**config.mk**
```make
export PLATFORM = sky130hd
export DESIGN_NAME = bdsr_scan
export DESIGN_NICKNAME = d
export VERILOG_FILES = /design/src/include/bdsr_pkg.sv /design/src/verilog/bdsr_fifo.sv /design/src/verilog/bdsr_pace.sv /design/src/verilog/bdsr_scan.sv
export VERILOG_INCLUDE_DIRS = /design/src /design/src/include
export SDC_FILE = /design/constraint.sdc
export NUM_CORES = 1
export LEC_CHECK = 0
export ABC_AREA = 1
export BUFFER_PORTS_ARGS = -buffer_cell sky130_fd_sc_hd__buf_2
export CORE_ASPECT_RATIO = 1.4
export CORE_MARGIN = 3
export CORE_UTILIZATION = 40
export DETAILED_ROUTE_END_ITERATION = 12
export MAX_ROUTING_LAYER = met4
export SETUP_SLACK_MARGIN = 0.1
export SLEW_MARGIN = 20
export SYNTH_ARGS = -nofsm -noshare
export SYNTH_HDL_FRONTEND = slang
export SYNTH_HIERARCHICAL = 1
export SYNTH_SLANG_ARGS = --single-unit
```
**constraint.sdc**
```tcl
create_clock -name clk_sys -period 5.7 [get_ports clk_sys]
set_input_delay 0.855 -clock clk_sys [delete_from_list [all_inputs] [get_ports clk_sys]]
set_output_delay 0.855 -clock clk_sys [all_outputs]
set_load 0.005 [all_outputs]
```
**src/include/bdsr_consts.svh**
```systemverilog
// Timing, layout and reset constants for the digit scan block
`ifndef BDSR_CONSTS_SVH
`define BDSR_CONSTS_SVH

// System clock rate in Hz (8 ns period)
`define BDSR_CLK_HZ 125000000
// Nominal full scan rate of all four digit slots, in Hz
`define BDSR_SCAN_HZ 640
// Nominal full scan period, in ns
`define BDSR_SCAN_PERIOD_NS 1562500
// Digit slots in one scan
`define BDSR_SLOTS 4
// Cycles per digit slot, derived from the scan period
`define BDSR_SLOT_CYCLES (`BDSR_SCAN_PERIOD_NS / (`BDSR_SLOTS * 8))
// Nominal result rate, in results per second
`define BDSR_RESULT_HZ 3
// Speed-up factor of the fast conversion variant
`define BDSR_FAST_FACTOR 4
// Cycles between results at the nominal rate
`define BDSR_RESULT_CYCLES (`BDSR_CLK_HZ / `BDSR_RESULT_HZ)
// Result buffer depth, in words
`define BDSR_FIFO_DEPTH 16
// Code bit positions in the top digit slot
`define BDSR_TOP_LEAD_BIT 0
`define BDSR_TOP_UNDER_BIT 2
`define BDSR_TOP_OVER_BIT 3
// Reset values of the outputs
`define BDSR_CODE_RST 4'h0
`define BDSR_SEL_RST 4'h0

`endif

```
**src/include/bdsr_pkg.sv**
```systemverilog
// Types shared by the digit scan block
package bdsr_pkg;

    // One measurement result as it enters the scanner
    typedef struct packed {
        logic sign_neg;
        logic over;
        logic under;
        logic lead_one;
        logic [3:0] d3;
        logic [3:0] d2;
        logic [3:0] d1;
    } bdsr_result_type;

    // Digit slots in scan order
    typedef enum logic [1:0] {
        SLOT_D1,
        SLOT_D3,
        SLOT_D2,
        SLOT_D4
    } bdsr_slot_type;

    // What the scanner puts on its pins
    typedef struct packed {
        logic [3:0] code;
        logic [3:0] sel;
        logic sign_neg;
    } bdsr_pins_type;

endpackage

```
**src/verilog/bdsr_fifo.sv**
```systemverilog
// Result buffer with valid/ready on both sides
`timescale 1ns/1ps
module bdsr_fifo #(
    parameter int WIDTH = 16,
    parameter int DEPTH = 16
) (
    // Clock and control
    input wire logic clk_sys,
    input wire logic reset_n,
    input wire logic clk_en,
    // Fill side
    input wire logic [WIDTH-1:0] in_data,
    input wire logic in_valid,
    output logic in_ready,
    // Drain side
    output logic [WIDTH-1:0] out_data,
    output logic out_valid,
    input wire logic out_ready
);
    localparam int AW = $clog2(DEPTH);

    logic [WIDTH-1:0] mem_q [DEPTH];
    logic [AW:0] wr_q, wr_d, rd_q, rd_d;
    logic push, pop, full, empty;

    // Depth must be a power of two for the wrap bit to work
    assign full = (wr_q[AW-1:0] == rd_q[AW-1:0]) && (wr_q[AW] != rd_q[AW]);
    assign empty = (wr_q == rd_q);
    assign in_ready = !full;
    assign out_valid = !empty;
    assign out_data = mem_q[rd_q[AW-1:0]];
    assign push = in_valid && !full && clk_en;
    assign pop = out_ready && !empty && clk_en;

    always_comb begin
        wr_d = wr_q;
        rd_d = rd_q;
        if (push) begin
            wr_d = wr_q + (AW+1)'(1);
        end
        if (pop) begin
            rd_d = rd_q + (AW+1)'(1);
        end
    end

    always_ff @(posedge clk_sys) begin
        if (!reset_n) begin
            wr_q <= '0;
            rd_q <= '0;
        end else begin
            wr_q <= wr_d;
            rd_q <= rd_d;
        end
    end

    always_ff @(posedge clk_sys) begin
        if (push) begin
            mem_q[wr_q[AW-1:0]] <= in_data;
        end
    end
endmodule

```
**src/verilog/bdsr_pace.sv**
```systemverilog
// Result pacing timer, nominal or quadrupled rate
`timescale 1ns/1ps
`include "bdsr_consts.svh"
module bdsr_pace #(
    parameter int unsigned NORM_CYCLES = `BDSR_RESULT_CYCLES,
    parameter int unsigned FAST_FACTOR = `BDSR_FAST_FACTOR
) (
    // Clock and control
    input wire logic clk_sys,
    input wire logic reset_n,
    input wire logic clk_en,
    // Rate select
    input wire logic fast_rate,
    // One-cycle tick per result period
    output logic tick
);
    localparam int CW = $clog2(NORM_CYCLES + 1);
    localparam int unsigned FAST_CYCLES = (NORM_CYCLES / FAST_FACTOR) > 0 ? NORM_CYCLES / FAST_FACTOR : 1;

    logic [CW-1:0] cnt_q, cnt_d;
    logic [CW-1:0] last;

    // A rate change takes effect at once; a count already past the new end ticks and wraps on the next enabled cycle
    assign last = fast_rate ? CW'(FAST_CYCLES - 1) : CW'(NORM_CYCLES - 1);
    assign tick = clk_en && (cnt_q >= last);

    always_comb begin
        cnt_d = cnt_q;
        if (clk_en) begin
            cnt_d = (cnt_q >= last) ? '0 : cnt_q + CW'(1);
        end
    end

    always_ff @(posedge clk_sys) begin
        if (!reset_n) begin
            cnt_q <= '0;
        end else begin
            cnt_q <= cnt_d;
        end
    end
endmodule

```
**src/verilog/bdsr_scan.sv**
```systemverilog
// Multiplexed BCD digit scanner of a 3 1/2 digit readout
// How it works
// - Digit codes on four high-true BCD lines
// - One high-true select per addressed digit
// - All digits share one time-multiplexed code bus
// - Top slot carries under/over on bits 4,8
// - Scan order digit 1, 3, 2, 4, repeat
// - Over range blanks all selects while present
// - Full four-slot scan at nominal 640 Hz
// - About three results/second, fast variant twelve
// - Top digit shows one or nothing only
// - Top slot also carries the reading sign
`timescale 1ns/1ps
`include "bdsr_consts.svh"
module bdsr_scan #(
    parameter int unsigned SLOT_CYCLES = `BDSR_SLOT_CYCLES,
    parameter int unsigned RESULT_CYCLES = `BDSR_RESULT_CYCLES,
    parameter int unsigned FAST_FACTOR = `BDSR_FAST_FACTOR,
    parameter int FIFO_DEPTH = `BDSR_FIFO_DEPTH
) (
    // Clock, reset, enable
    input wire logic clk_sys,
    input wire logic reset_n,
    input wire logic clk_en,
    // Measurement results from the converter
    input wire bdsr_pkg::bdsr_result_type result_in,
    input wire logic result_valid,
    output logic result_ready,
    // Conversion rate select
    input wire logic fast_rate,
    // Readout pins
    output logic [3:0] bcd_q,
    output logic [3:0] digit_sel_q,
    output logic sign_neg_q,
    // Status
    output logic scan_end,
    output logic result_load
);
    localparam int RW = $bits(bdsr_pkg::bdsr_result_type);
    localparam int CW = $clog2(SLOT_CYCLES + 1);

    bdsr_pkg::bdsr_result_type fifo_data, shown_q, shown_d, pend_q, pend_d;
    logic fifo_valid, fifo_pop, pace_tick;
    logic pend_full_q, pend_full_d;
    bdsr_pkg::bdsr_slot_type slot_q, slot_d;
    logic [CW-1:0] cnt_q, cnt_d;
    logic slot_wrap, scan_wrap;
    bdsr_pkg::bdsr_pins_type pins_q, pins_d;

    // Select line for a slot, decoded for the pin drive only
    function automatic logic [3:0] slot_select(input bdsr_pkg::bdsr_slot_type s);
        logic [3:0] r;
        r = 4'h0;
        unique case (s)
            bdsr_pkg::SLOT_D1: r = 4'h1;
            bdsr_pkg::SLOT_D2: r = 4'h2;
            bdsr_pkg::SLOT_D3: r = 4'h4;
            bdsr_pkg::SLOT_D4: r = 4'h8;
        endcase
        return r;
    endfunction

    // Code placed on the shared BCD lines for a slot
    function automatic logic [3:0] slot_code(input bdsr_pkg::bdsr_slot_type s,
                                             input bdsr_pkg::bdsr_result_type v);
        logic [3:0] r;
        r = 4'h0;
        unique case (s)
            bdsr_pkg::SLOT_D1: r = v.d1;
            bdsr_pkg::SLOT_D2: r = v.d2;
            bdsr_pkg::SLOT_D3: r = v.d3;
            bdsr_pkg::SLOT_D4: begin
                r[`BDSR_TOP_LEAD_BIT] = v.lead_one;
                r[`BDSR_TOP_UNDER_BIT] = v.under;
                r[`BDSR_TOP_OVER_BIT] = v.over;
            end
        endcase
        return r;
    endfunction

    bdsr_fifo #(
        .WIDTH(RW),
        .DEPTH(FIFO_DEPTH)
    ) u_fifo (
        .clk_sys(clk_sys),
        .reset_n(reset_n),
        .clk_en(clk_en),
        .in_data(result_in),
        .in_valid(result_valid),
        .in_ready(result_ready),
        .out_data(fifo_data),
        .out_valid(fifo_valid),
        .out_ready(fifo_pop)
    );

    bdsr_pace #(
        .NORM_CYCLES(RESULT_CYCLES),
        .FAST_FACTOR(FAST_FACTOR)
    ) u_pace (
        .clk_sys(clk_sys),
        .reset_n(reset_n),
        .clk_en(clk_en),
        .fast_rate(fast_rate),
        .tick(pace_tick)
    );

    // One result leaves the buffer per pacing tick while the holding word is empty; the buffer fills while the display lags
    assign fifo_pop = pace_tick && fifo_valid && !pend_full_q;

    // Slot timing
    assign slot_wrap = clk_en && (cnt_q == CW'(SLOT_CYCLES - 1));
    assign scan_wrap = slot_wrap && (slot_q == bdsr_pkg::SLOT_D4);
    assign scan_end = scan_wrap;
    assign result_load = scan_wrap && pend_full_q;

    always_comb begin
        cnt_d = cnt_q;
        slot_d = slot_q;
        if (clk_en) begin
            cnt_d = slot_wrap ? '0 : cnt_q + CW'(1);
        end
        if (slot_wrap) begin
            unique case (slot_q)
                bdsr_pkg::SLOT_D1: slot_d = bdsr_pkg::SLOT_D3;
                bdsr_pkg::SLOT_D3: slot_d = bdsr_pkg::SLOT_D2;
                bdsr_pkg::SLOT_D2: slot_d = bdsr_pkg::SLOT_D4;
                bdsr_pkg::SLOT_D4: slot_d = bdsr_pkg::SLOT_D1;
            endcase
        end
    end

    always_ff @(posedge clk_sys) begin
        if (!reset_n) begin
            cnt_q <= '0;
            slot_q <= bdsr_pkg::SLOT_D1;
        end else begin
            cnt_q <= cnt_d;
            slot_q <= slot_d;
        end
    end

    // A new result waits in a holding word and is shown only from a scan boundary,
    // so no scan ever mixes digits of two readings
    always_comb begin
        pend_d = pend_q;
        pend_full_d = pend_full_q;
        shown_d = shown_q;
        if (result_load) begin
            shown_d = pend_q;
            pend_full_d = 1'b0;
        end
        if (fifo_pop) begin
            pend_d = fifo_data;
            pend_full_d = 1'b1;
        end
    end

    always_ff @(posedge clk_sys) begin
        if (!reset_n) begin
            pend_q <= '0;
            pend_full_q <= 1'b0;
            shown_q <= '0;
        end else begin
            pend_q <= pend_d;
            pend_full_q <= pend_full_d;
            shown_q <= shown_d;
        end
    end

    // Pin drive; the code bus keeps running while blanked so timing stays intact
    always_comb begin
        pins_d = pins_q;
        if (clk_en) begin
            pins_d.code = slot_code(slot_d, shown_d);
            pins_d.sel = shown_d.over ? 4'h0 : slot_select(slot_d);
            pins_d.sign_neg = (slot_d == bdsr_pkg::SLOT_D4) && shown_d.sign_neg;
        end
    end

    always_ff @(posedge clk_sys) begin
        if (!reset_n) begin
            pins_q <= '{code: `BDSR_CODE_RST, sel: `BDSR_SEL_RST, sign_neg: 1'b0};
        end else begin
            pins_q <= pins_d;
        end
    end

    assign bcd_q = pins_q.code;
    assign digit_sel_q = pins_q.sel;
    assign sign_neg_q = pins_q.sign_neg;
endmodule
```
==> results of run 1 <==
==> through the flow <==
stage	setup WS [ns]	utilization	instance area (um^2)	hold slack (ns)	total power [W]
finish	2.290	0.4520	17850	0.4520	0.005373
global route	1.787	0.4520	17850	0.4664	0.005567
CTS	2.254	0.4517	17840	0.4536	0.005445
detailed placement	1.706	0.4211	16630	0.4392	0.002983
global placement	1.879	0.4211	16630	0.4323	0.002979
floorplan	2.681	-	16000	0.4299	0.002927
==> per-layer routing <==
| layer | part of all wire | wire length [um] | vias up | global-route usage |
|---|---|---|---|---|
| li1 | - | - | 5506 | - |
| met1 | 0.44 | 15960 | 5214 | 0.2115 |
| met2 | 0.50 | 18300 | 186 | 0.2968 |
| met3 | 0.039 | 1431 | 61 | 0.03302 |
| met4 | 0.023 | 857 | 0 | 0.05496 |
| met5 | 0 | 0 | - | - |
==> flip-flops by register name (all words and copies together), names as in the netlist, named ones only <==
signal	flops
pend_q	16
u_pace/cnt_q	26
bcd_q	4
cnt_q	16
pend_full_q	1
shown_q	16
digit_sel_q	4
slot_q	2
u_fifo/rd_q	5
sign_neg_q	1
u_fifo/mem_q	256
u_fifo/wr_q	5
==> placed cells by master, fill, tap and decap left out, types with 37 or more instances in the layout <==
cell	netlist	layout
sky130_fd_sc_hd__a21oi_1	96	96
sky130_fd_sc_hd__clkbuf_16	0	37
sky130_fd_sc_hd__dfxtp_1	100	98
sky130_fd_sc_hd__edfxtp_1	256	256
sky130_fd_sc_hd__inv_1	230	229
sky130_fd_sc_hd__nand2_1	267	267
sky130_fd_sc_hd__nand3_1	131	131
sky130_fd_sc_hd__nor2_1	138	123
sky130_fd_sc_hd__o211ai_1	65	65
sky130_fd_sc_hd__o21ai_0	96	96
==> cell families (layout without fill, tap and decap cells) <==
kind of cell | after synthesis | after routing | synth area share
flip-flops | 356 | 356 | 0.6055
AO/OA/AOI/OAI | 272 | 272 | 0.09719
AND/OR/NAND/NOR | 634 | 634 | 0.1848
adder cells (fa/ha/maj) | 25 | 25 | 0.01955
XOR/XNOR | 18 | 18 | 0.01032
buffers and inverters | 316 | 363 | 0.08264
other | 0 | 6 | 0
==> report_power, final <==
part	internal, W	switching [W]	leakage, nW	total (W)
clock network	0.00147	0.000978	0.590	0.00245
registers	0.00279	0.00000938	3.11	0.00280
logic	0.0000321	0.0000950	3.16	0.000127
==> worst max-delay path, stage by stage <==
cell and delay [ns]:
sky130_fd_sc_hd__buf_2 0.19, sky130_fd_sc_hd__inv_1 0.16, sky130_fd_sc_hd__ha_1 0.33, sky130_fd_sc_hd__nand2_1 0.10, sky130_fd_sc_hd__nor2_1 0.16, sky130_fd_sc_hd__nand3_1 0.09, sky130_fd_sc_hd__nand3_1 0.09, sky130_fd_sc_hd__nand2_1 0.05
sky130_fd_sc_hd__nand4_1 0.07, sky130_fd_sc_hd__nand2_1 0.09, sky130_fd_sc_hd__inv_1 0.11, sky130_fd_sc_hd__nand2_1 0.07, sky130_fd_sc_hd__nor2_1 0.57, sky130_fd_sc_hd__inv_1 0.50, sky130_fd_sc_hd__o21ai_0 0.31, sky130_fd_sc_hd__a21oi_1 0.07
==> how the worst max path moves through the flow <==
stage	depth (start not counted)	slack (ns)	to
final	16	2.29	pend_q[10]$_SDFFE_PN0P_
after global routing	16	1.79	pend_q[10]$_SDFFE_PN0P_
after CTS	8	2.25	result_load
after detailed placement	16	1.71	pend_q[10]$_SDFFE_PN0P_
after global placement	16	1.88	pend_q[7]$_SDFFE_PN0P_
after floorplan	16	2.68	pend_q[0]$_SDFFE_PN0P_
==> final cells by class <==
class                           count  area [um^2]
Timing Repair Buffer               51        315.3
Clock buffer                       47        964.7
Inverter                          247        929.6
Multi-Input combinational cell    949         5029
Clock inverter                     18        240.2
Fill cell                        3709        21640
Tap cell                          528        660.6
Antenna cell                        6        15.01
Sequential cell                   356         9697
==> metrics.log, run 1 <==
[metrics] run status: completed
[metrics] Synth area leader: sky130_fd_sc_hd__edfxtp_1
[metrics] routed vias: 10,967
[metrics] post-synthesis net count: 1,667
[metrics] synth unique cells: 45
[metrics] Std-Cell Rows: 86
[metrics] clock tree from TritonCTS: done
[metrics] floorplan core area: 39,490 um^2
[metrics] DRC violation total after the first TritonRoute iteration: 721
[metrics] top post-synthesis cells by area: sky130_fd_sc_hd__edfxtp_1, sky130_fd_sc_hd__dfxtp_1, sky130_fd_sc_hd__nand2_1
[metrics] Peak supply drop: 0.3056 mV
[metrics] type of the most critical hold path: reg2reg
[metrics] number of standard cells in the layout, taps in and fillers out: 2,202
[metrics] end of the worst hold path: bcd_q[1]$_SDFFE_PN0P_
[metrics] routed length per instance: 16.60 um
[metrics] share of layout cells above drive strength 1: 0.1115
[metrics] relative area change from synthesis to final layout: 11.55%
[metrics] sum of overflow across all layers after global routing: 0
[metrics] GR Util All Layers: 0.1750
[metrics] most common flop cell mapped by yosys: sky130_fd_sc_hd__edfxtp_1
[metrics] horizontal die dimension: 175.0 um
[metrics] PwrDens: 301.0 nW/um^2
[metrics] maximum buffer depth of the clock tree: 3
[metrics] remaining design rule violation count: 0
[metrics] worst r2r src: u_pace/cnt_q[5]$_SDFFE_PN0P_
[metrics] Post-synth EDFFs: 256
[metrics] number of cells on the worst hold path: 2
[metrics] unrepaired setup endpoints after global routing: false
[metrics] crit start category: primary input
[metrics] die area: 42,480 um^2
[metrics] setup repair bufs after CTS: 0
[metrics] number of primary I/O pins: 33
[metrics] category of the critical setup timing path: in2reg
[metrics] initial antenna violation count: 6
[metrics] number of nets at the end of the flow: 1,688
[metrics] Max-Slew Margin vs Limit: 0.2954
[metrics] Reg2Reg Setup Slack: 2.63 ns
[metrics] via count of the first global-routing pass: 10,387
[metrics] CTS root buf: sky130_fd_sc_hd__clkbuf_16
[metrics] Cells after DPL: 2,131
[metrics] clock buffer count from CTS: 37
[metrics] clock network latency to the later pin of the worst-skew pair: 0.53 ns
[metrics] area fraction of the dominant cell type after synthesis: 0.4804
[metrics] Synth Instances: 1,621
[metrics] FF+latch count, synth: 356
[metrics] total negative slack: 0 ns
[metrics] initial core utilization: 0.4052
[metrics] Final Hold Vio Count: 0
[metrics] clock sink count: 356
[metrics] hold-fix buffer count after cts: 0
[metrics] data required time of the critical path: 6.10 ns
[metrics] synth warn: 6
[metrics] largest net degree at the start of global routing: 165
[metrics] cell with the most instances after synthesis: sky130_fd_sc_hd__nand2_1
[metrics] number of levels in the clock H-tree: 2
[metrics] post-synthesis async set-or-reset flop share: 0
[metrics] crit path time final: 3.410 ns
[metrics] clock edge transition at the registers on the reported setup and hold paths: 0.06 ns
[metrics] Synth top cells by count: sky130_fd_sc_hd__nand2_1, sky130_fd_sc_hd__edfxtp_1, sky130_fd_sc_hd__inv_1, sky130_fd_sc_hd__nor2_1, sky130_fd_sc_hd__nand3_1
[metrics] final period utilization: 0.5982
[metrics] router iterations before antenna repair: 5
[metrics] maximum operating frequency: 293.3 MHz
[metrics] CP Capture Type: flip-flop
[metrics] depth of the worst register-to-register path: 14
[metrics] number of nets with antenna violations after detailed routing: 0
[metrics] wire length of the first global-routing pass: 56,810 um
[metrics] final count of negative-setup-slack endpoints: 0
[metrics] Avg Vias per Cell: 4.980
[metrics] Seq/Total Area, Yosys: 0.6055
[metrics] post-synthesis cell area: 16,000 um^2
[metrics] beginning of the critical path: fast_rate
[metrics] post-cts repair resize count: 0
[metrics] GP Congestion: 0.8218
[metrics] count of final max-slew check failures: 0
[metrics] maximum fanout encountered on the critical timing path: 24
[metrics] arrival time at the worst endpoint: 3.81 ns
[metrics] Reg-to-Reg End: pend_q[10]$_SDFFE_PN0P_
[metrics] number of port buffers: 32
[metrics] transition at the pin with the smallest max-transition slack: 1.056 ns
[metrics] detailed-placement wirelength estimate: 21,440 um
[metrics] WL final: 36,550 um
[metrics] DIE HEIGHT: 242.7 um
[metrics] hold path startpoint: bcd_q[1]$_SDFFE_PN0P_
[metrics] Leak Pwr: 6.860 nW
[metrics] Avg Inst Size Synth: 9.872 um^2
[metrics] number of maximum-capacitance violations: 0
[metrics] Clock Skew: 0.009740 ns
Note: power is estimated with default switching activity, not from simulation.
==> inputs of run 2 (changes only) <==
- clock period: 5.7 -> 3 ns (I/O delays scaled with it)
==> run 2 against run 1 <==
Effect of this change: die area unchanged; final area increased by 1.1%; via count increased by 1.4%; critical path depth decreased by 8; first-iteration DRC count increased by 1.8%; final cell count increased by 0.86%; hold slack got worse by 0.14 ns; utilization increased by 0.48 points; largest cell class unchanged; register-to-register slack got worse by 2.1 ns; power increased by 87%; clock skew decreased by 0.00087 ns; count of clock-buffer cells in the layout increased by 3.
==> metrics.log, run 2 (synthesis results as in run 1) <==
[metrics] largest net degree at the start of global routing: 105 (-36%)
[metrics] GP Congestion: 0.8679 (+5.6%)
[metrics] final period utilization: 0.8720
[metrics] clock sink count: 356 (unchanged)
[metrics] final instance area: 18,040 um^2 (+1.1%)
[metrics] arrival time at the worst endpoint: 2.17 ns (-1.64 ns)
[metrics] depth of the worst register-to-register path: 15 (+1)
[metrics] layout filler cell count: 3,678 (-0.84%)
[metrics] clock edge transition at the registers on the reported setup and hold paths: 0.06 ns (about the same)
[metrics] Std-Cell Rows: 86 (unchanged)
[metrics] setup repair bufs after CTS: 0 (unchanged)
[metrics] Buffers & Inverters on Critical Path: 2 (-2)
[metrics] maximum operating frequency: 382.3 MHz
[metrics] Final Hold Vio Count: 0 (unchanged)
[metrics] sum of overflow across all layers after global routing: 0 (unchanged)
[metrics] crit path time final: 2.616 ns
[metrics] number of nets at the end of the flow: 1,707 (+1.1%)
[metrics] WL final: 36,550 um (about the same)
[metrics] maximum fanout encountered on the critical timing path: 6 (-75%)
[metrics] Max-Slew Margin vs Limit: 0.4323 (+0.1369)
[metrics] floorplan core area: 39,490 um^2 (unchanged)
[metrics] transition at the pin with the smallest max-transition slack: 0.8507 ns (-0.2051 ns)
[metrics] slowest stage cell on the critical path: sky130_fd_sc_hd__dfxtp_1
[metrics] maximum buffer depth of the clock tree: 3 (unchanged)
[metrics] CTS root buf: sky130_fd_sc_hd__clkbuf_16
[metrics] total negative slack: 0 ns (unchanged)
[metrics] clock tree from TritonCTS: done
[metrics] GR Util All Layers: 0.1757 (+0.0007787)
[metrics] number of cells on the worst hold path: 1 (-1)
[metrics] number of primary I/O pins: 33 (unchanged)
[metrics] number of cells on the critical path: 8 (-8)
[metrics] initial antenna violation count: 3 (-3)
[metrics] category of the critical setup timing path: reg2out
[metrics] Clock Skew: 0.008866 ns (-0.0008737 ns)
[metrics] most common cell after layout, fill and taps aside: sky130_fd_sc_hd__nand2_1
[metrics] PwrDens: 556.8 nW/um^2 (+85%)
[metrics] maximum cell stage delay along the critical path: 0.35 ns (-0.22 ns)
[metrics] data required time of the critical path: 2.55 ns (-3.55 ns)
[metrics] Leak Pwr: 6.955 nW (+1.4%)
[metrics] relative area change from synthesis to final layout: 12.73%
[metrics] number of levels in the clock H-tree: 2 (unchanged)
[metrics] Avg Vias per Cell: 5.008 (+0.55%)
[metrics] hold-fix buffer count after cts: 0 (unchanged)
[metrics] final count of negative-setup-slack endpoints: 0 (unchanged)
[metrics] initial core utilization: 0.4052 (unchanged)
[metrics] via count of the first global-routing pass: 10,662 (+2.6%)
[metrics] share of layout cells above drive strength 1: 0.1208 (+0.009271)
[metrics] unrepaired setup endpoints after global routing: false
[metrics] count of final max-slew check failures: 0 (unchanged)
[metrics] CP Capture Type: primary output
[metrics] router iterations before antenna repair: 5 (unchanged)
[metrics] type of the most critical hold path: in2reg
[metrics] run status: completed
[metrics] horizontal die dimension: 175.0 um (unchanged)
[metrics] DIE HEIGHT: 242.7 um (unchanged)
[metrics] number of flip-flops under the largest register name: 256 (unchanged)
[metrics] post-cts repair resize count: 0 (unchanged)
[metrics] crit-path cells: ha_1 -> nand2_1 -> nor2_4 -> nand2_1 -> nor2_2 -> nand3_1 -> inv_1 -> buf_2
[metrics] wire length of the first global-routing pass: 58,000 um (+2.1%)
[metrics] remaining design rule violation count: 0 (unchanged)
[metrics] detailed-placement wirelength estimate: 23,040 um (+7.5%)
[metrics] highest-count cells in the layout ignoring fill and taps: sky130_fd_sc_hd__nand2_1, sky130_fd_sc_hd__edfxtp_1, sky130_fd_sc_hd__inv_1, sky130_fd_sc_hd__nand3_1, sky130_fd_sc_hd__nor2_1
[metrics] die area: 42,480 um^2 (unchanged)
[metrics] family with the most delay on the worst path: simple AND/OR/NAND/NOR gates
[metrics] crit start category: flip-flop
[metrics] Peak supply drop: 0.4825 mV (+58%)
[metrics] number of maximum-capacitance violations: 0 (unchanged)
[metrics] number of nets with antenna violations after detailed routing: 0 (unchanged)
[metrics] clock network latency to the later pin of the worst-skew pair: 0.52 ns (about the same)
[metrics] routed length per instance: 16.46 um (-0.86%)
[metrics] number of port buffers: 32 (unchanged)
[metrics] total cell area at the placement stage: 16,830 um^2 (+1.2%)
[metrics] DRC violation total after the first TritonRoute iteration: 734 (+1.8%)
[metrics] clock buffer count from CTS: 37 (unchanged)
[metrics] routed vias: 11,122 (+1.4%)
[metrics] Most Frequent Cell on Critical Path: sky130_fd_sc_hd__nand2_1
[run 2: through the flow]
step	setup slack [ns]	hold WS, ns	total power [W]	cells	util
finish	0.3840	0.3124	0.01004	2221	0.4568
floorplan	0.3857	0.4299	0.005561	1621	-
global placement	0.2194	0.4321	0.005667	2149	0.4261
detailed placement	0.1298	0.4367	0.005677	2149	0.4261
CTS	0.3221	0.2903	0.01019	2216	0.4562
global route	0.1013	0.2999	0.01042	2220	0.4568
[run 2: path summary, 6_finish.rpt]
path	startpoint	end	slack, ns
max	cnt_q[1]$_SDFFE_PN0P_	result_load	0.38
min reg2reg	bcd_q[1]$_SDFFE_PN0P_	bcd_q[1]$_SDFFE_PN0P_	0.45
min	result_in[14]	u_fifo/mem_q[0][14]$_DFFE_PP_	0.31
max reg2reg	u_pace/cnt_q[25]$_SDFFE_PN0P_	flip-flop	0.54
[run 2: power by group]
part / internal, W / switching (W) / total (W)
logic: 0.0000673 / 0.000181 / 0.000249
registers: 0.00530 / 0.0000190 / 0.00532
clock network: 0.00265 / 0.00183 / 0.00448
[run 2: layout make-up]
class	count	area [um^2]	area share
repair buffers	69	513.0	0.02844
flip-flops and latches	356	9697	0.5375
clock inverters	17	128.9	0.007144
inverters	247	933.4	0.05174
clock buffers	50	1059	0.05868
repair inverters	1	7.507	0.0004161
multi-input cells	949	5031	0.2789
well taps	528	660.6	0.03662
diodes	4	10.01	0.0005549
[run 2: metal layers]
layer | vias up | routed length, um | track usage
met2 | 208 | 17990 | 0.2914
met1 | 5303 | 15690 | 0.2169
met3 | 68 | 1705 | 0.03318
li1 | 5543 | - | -
met5 | - | 0 | -
met4 | 0 | 1162 | 0.05848
==> inputs of run 3 (changes only) <==
- ABC_AREA: 1 -> default
==> run 3 against run 2 <==
Effect of this change: fmax fell by 10%; critical path depth rose by 5; sequential share of layout area rose by 2.1 points; utilization rose by 1.4 points; register-to-register slack got worse by 0.45 ns; wire length fell by 16%; synthesized cell count fell by 42%; die area fell by 6.2%; largest power group unchanged; flip-flop and latch count did not move; count of clock-buffer cells in the layout fell by 3; sequential power barely moved; hold slack got worse by 0.027 ns.
==> metrics.log, run 3 <==
[metrics] post-synthesis net count: 984 (-41%)
[metrics] area fraction of the dominant cell type after synthesis: 0.5131 (+0.03274)
[metrics] synth warn: 6 (unchanged)
[metrics] number of levels in the clock H-tree: 2 (unchanged)
[metrics] total negative slack: 0 ns (unchanged)
[metrics] most common cell after layout, fill and taps aside: sky130_fd_sc_hd__edfxtp_1
[metrics] horizontal die dimension: 169.6 um (-3.1%)
[metrics] routed length per instance: 20.26 um (+23%)
[metrics] Util after Layout: 0.4708 (+0.01395)
[metrics] hold path startpoint: result_in[8]
[metrics] Clk network pwr share: 0.444 (-0.002)
[metrics] initial core utilization: 0.4064 (+0.001146)
[metrics] maximum fanout encountered on the critical timing path: 5 (-1)
[metrics] Avg Inst Size Synth: 15.97 um^2 (+62%)
[metrics] number of flip-flops under the largest register name: 256 (unchanged)
[metrics] CTS root buf: sky130_fd_sc_hd__clkbuf_16
[metrics] transition at the pin with the smallest max-transition slack: 1.138 ns (+0.2876 ns)
[metrics] crit-path cells: ha_4 -> nand4b_4 -> or4_4 -> a211oi_2 -> or2_4 -> and2_4 -> nand2_2 -> or2_4 -> clkinv_8 -> nand2_8 -> or4_1 -> a21o_1 -> nand3_1
[metrics] Seq/Total Area, Yosys: 0.6467 (+0.04126)
[metrics] FF+latch count, synth: 356 (unchanged)
[metrics] share of layout cells above drive strength 1: 0.2214 (+0.1006)
[metrics] initial antenna violation count: 2 (-1)
[metrics] Most Frequent Cell on Critical Path: sky130_fd_sc_hd__or2_4
[metrics] clock tree from TritonCTS: done
[metrics] maximum buffer depth of the clock tree: 3 (unchanged)
[metrics] data required time of the critical path: 3.47 ns (+0.92 ns)
[metrics] WL final: 30,730 um (-16%)
[metrics] worst r2r src: u_pace/cnt_q[25]$_SDFFE_PN0P_
[metrics] remaining design rule violation count: 0 (unchanged)
[metrics] clock edge transition at the registers on the reported setup and hold paths: 0.06 ns (about the same)
[metrics] largest net degree at the start of global routing: 65 (-38%)
[metrics] Synth area leader: sky130_fd_sc_hd__edfxtp_1
[metrics] GR Util All Layers: 0.1589 (-0.01683)
[metrics] final period utilization: 0.9703 (+0.09833)
[metrics] FF/Latch Area: 9702 um^2 (about the same)
[metrics] number of nets at the end of the flow: 1,067 (-37%)
[metrics] final instance area: 17,360 um^2 (-3.8%)
[metrics] type of the most critical hold path: in2reg
[metrics] Post-synth EDFFs: 256 (unchanged)
[metrics] floorplan core area: 36,870 um^2 (-6.6%)
[metrics] Std-Cell Rows: 83 (-3.5%)
[metrics] relative contribution of sequential cells to total power: 0.533 (+0.004)
[metrics] internal cell power: 0.007931 W (-1.0%)
[metrics] Leak Pwr: 5.825 nW (-16%)
[metrics] total cell area at the placement stage: 16,000 um^2 (-4.9%)
[metrics] crit path time final: 2.911 ns (+0.2950 ns)
[metrics] sum of overflow across all layers after global routing: 0 (unchanged)
[metrics] die area: 39,850 um^2 (-6.2%)
[metrics] PwrDens: 572.3 nW/um^2 (+2.8%)
[metrics] GP Congestion: 0.7875 (-9.3%)
[metrics] number of nets with antenna violations after detailed routing: 0 (unchanged)
[metrics] Synth top cells by count: sky130_fd_sc_hd__edfxtp_1, sky130_fd_sc_hd__dfxtp_1, sky130_fd_sc_hd__nand2_1, sky130_fd_sc_hd__mux4_1, sky130_fd_sc_hd__nor2_1
[metrics] DIE HEIGHT: 235.0 um (-3.2%)
[metrics] Final Hold Vio Count: 0 (unchanged)
[metrics] Peak supply drop: 0.3016 mV (-37%)
[metrics] synth unique cells: 69 (+53%)
[metrics] clock buffer count from CTS: 36 (-2.7%)
[metrics] count of final max-slew check failures: 0 (unchanged)
[metrics] CP Capture Type: flip-flop
[metrics] clock sink count: 356 (unchanged)
[metrics] total area of multi-input combinational cells: 5166 um^2 (+2.7%)
[metrics] post-synthesis cell area: 14,980 um^2 (-6.4%)
[metrics] cell with the most instances after synthesis: sky130_fd_sc_hd__edfxtp_1
[metrics] Clock Skew: 0.01479 ns (+0.005928 ns)
[metrics] unrepaired setup endpoints after global routing: true
[metrics] most common flop cell mapped by yosys: sky130_fd_sc_hd__edfxtp_1
[metrics] portion of total power attributed to combinational logic: 0.023 (-0.002)
[metrics] maximum operating frequency: 343.5 MHz (-10%)
[metrics] run status: completed
[metrics] relative area change from synthesis to final layout: 15.84%
[metrics] Synth Instances: 938 (-42%)
[metrics] slowest stage cell on the critical path: sky130_fd_sc_hd__or4_4
[metrics] top post-synthesis cells by area: sky130_fd_sc_hd__edfxtp_1, sky130_fd_sc_hd__dfxtp_1, sky130_fd_sc_hd__mux4_1
[metrics] final count of negative-setup-slack endpoints: 0 (unchanged)
[metrics] post-synthesis async set-or-reset flop share: 0 (unchanged)
[metrics] maximum cell stage delay along the critical path: 0.53 ns (+0.18 ns)
[metrics] routed vias: 8,144 (-27%)
[metrics] detailed-placement wirelength estimate: 18,230 um (-21%)
[metrics] Net Switching: 0.002002 W (-1.4%)
[metrics] layout filler cell count: 3,124 (-15%)
[metrics] arrival time at the worst endpoint: 3.38 ns (+1.21 ns)
[metrics] via count of the first global-routing pass: 8,204 (-23%)
[metrics] fraction of power spent switching nets: 0.2015 (-0.0005813)
[metrics] category of the critical setup timing path: reg2reg
[metrics] number of maximum-capacitance violations: 0 (unchanged)
[metrics] number of primary I/O pins: 33 (unchanged)
[metrics] beginning of the critical path: u_pace/cnt_q[25]$_SDFFE_PN0P_
[metrics] crit start category: flip-flop
[metrics] Max-Slew Margin vs Limit: 0.2412 (-0.1911)
[metrics] number of port buffers: 32 (unchanged)
[metrics] router iterations before antenna repair: 4 (-1)
[metrics] highest-count cells in the layout ignoring fill and taps: sky130_fd_sc_hd__edfxtp_1, sky130_fd_sc_hd__dfxtp_1, sky130_fd_sc_hd__nand2_1, sky130_fd_sc_hd__buf_4, sky130_fd_sc_hd__mux4_1
[metrics] Avg Vias per Cell: 5.368 (+7.2%)
[metrics] DRC violation total after the first TritonRoute iteration: 633 (-14%)
[metrics] clock network latency to the later pin of the worst-skew pair: 0.53 ns (about the same)
[metrics] wire length of the first global-routing pass: 47,650 um (-18%)
run 3: cell count changes after synthesis, sizes merged, moves of 15 or more:
cell | before | now
xor2 | 14 | 31
and3 | 2 | 17
mux4 | 0 | 80
inv | 242 | 17
nand3 | 136 | 31
a21oi | 96 | 15
o211ai | 65 | 4
a21boi | 0 | 23
nand2 | 286 | 74
o21ai | 106 | 8
mux2i | 0 | 22
buf | 38 | 21
nor2 | 158 | 48
run 3: cell families (layout without fill, tap and decap cells):
logic type                 Yosys count  after routing  synth area share
AOI/OAI and AO/OA                   84             84           0.04101
xor gates and xnor gates            39             39           0.02280
adders and majority gates           25             25           0.02088
buffers and inverters               60            170           0.02121
DFF                                356            356            0.6467
muxes                              106            106            0.1500
other                                0              2                 0
and+or+nand+nor                    268            268           0.09738
run 3: worst max-delay path: cells and delay by family, from the launching register on:
family / cells / cell delay (ns)
AO/OA/AOI/OAI: 2 / 0.42
adder cells (fa/ha/maj): 1 / 0.28
buffers and inverters: 1 / 0.06
flip-flops: 1 / 0.34
AND/OR/NAND/NOR: 9 / 1.75
run 3: final cells by class:
cell class / instances / area share
flip-flops and latches: 356 / 0.5590
multi-input cells: 522 / 0.2977
clock buffers: 47 / 0.05558
repair buffers: 87 / 0.03720
well taps: 467 / 0.03367
clock inverters: 18 / 0.01175
inverters: 18 / 0.004830
diodes: 2 / 0.0002884
run 3: path summary, 6_finish.rpt:
path,end,slack [ns],cells past startpoint
max reg2reg,flip-flop,0.09,13
min,u_fifo/mem_q[3][8]$_DFFE_PP_,0.29,1
max,flip-flop,0.09,13
min reg2reg,pend_q[3]$_SDFFE_PN0P_,0.46,2
run 3: through the flow:
step,total power (W),instances,setup WS [ns],hold slack [ns]
floorplan,0.005517,938,-0.4449,0.4400
global placement,0.005616,1445,-0.3585,0.4537
detailed placement,0.005625,1445,-0.4331,0.4623
CTS,0.01004,1513,0.09799,0.2691
global route,0.01027,1517,-0.02241,0.2799
finish,0.009932,1517,0.08898,0.2859
run 3: what timing repair did:
action,4_1_cts,5_1_grt
hold buffers,0,0
setup buffers,3,2
pin swaps,3,6
resized for setup,4,23
endpoints found under the setup margin,10,16
run 3: power by group through the flow:
| stage | combinational, W | clock, W | sequential, W |
|---|---|---|---|
| after floorplan | 0.000112 | 0 | 0.00540 |
| after global placement | 0.000212 | 0 | 0.00540 |
| after detailed placement | 0.000220 | 0 | 0.00540 |
| after CTS | 0.000222 | 0.00452 | 0.00530 |
| after global routing | 0.000250 | 0.00472 | 0.00530 |
| final | 0.000224 | 0.00441 | 0.00530 |
run 3: routing by layer:
metal / global-route usage / share of wire
met5: - / 0
met4: 0.03844 / 0.019
met3: 0.02356 / 0.036
met2: 0.2878 / 0.54
met1: 0.1851 / 0.40
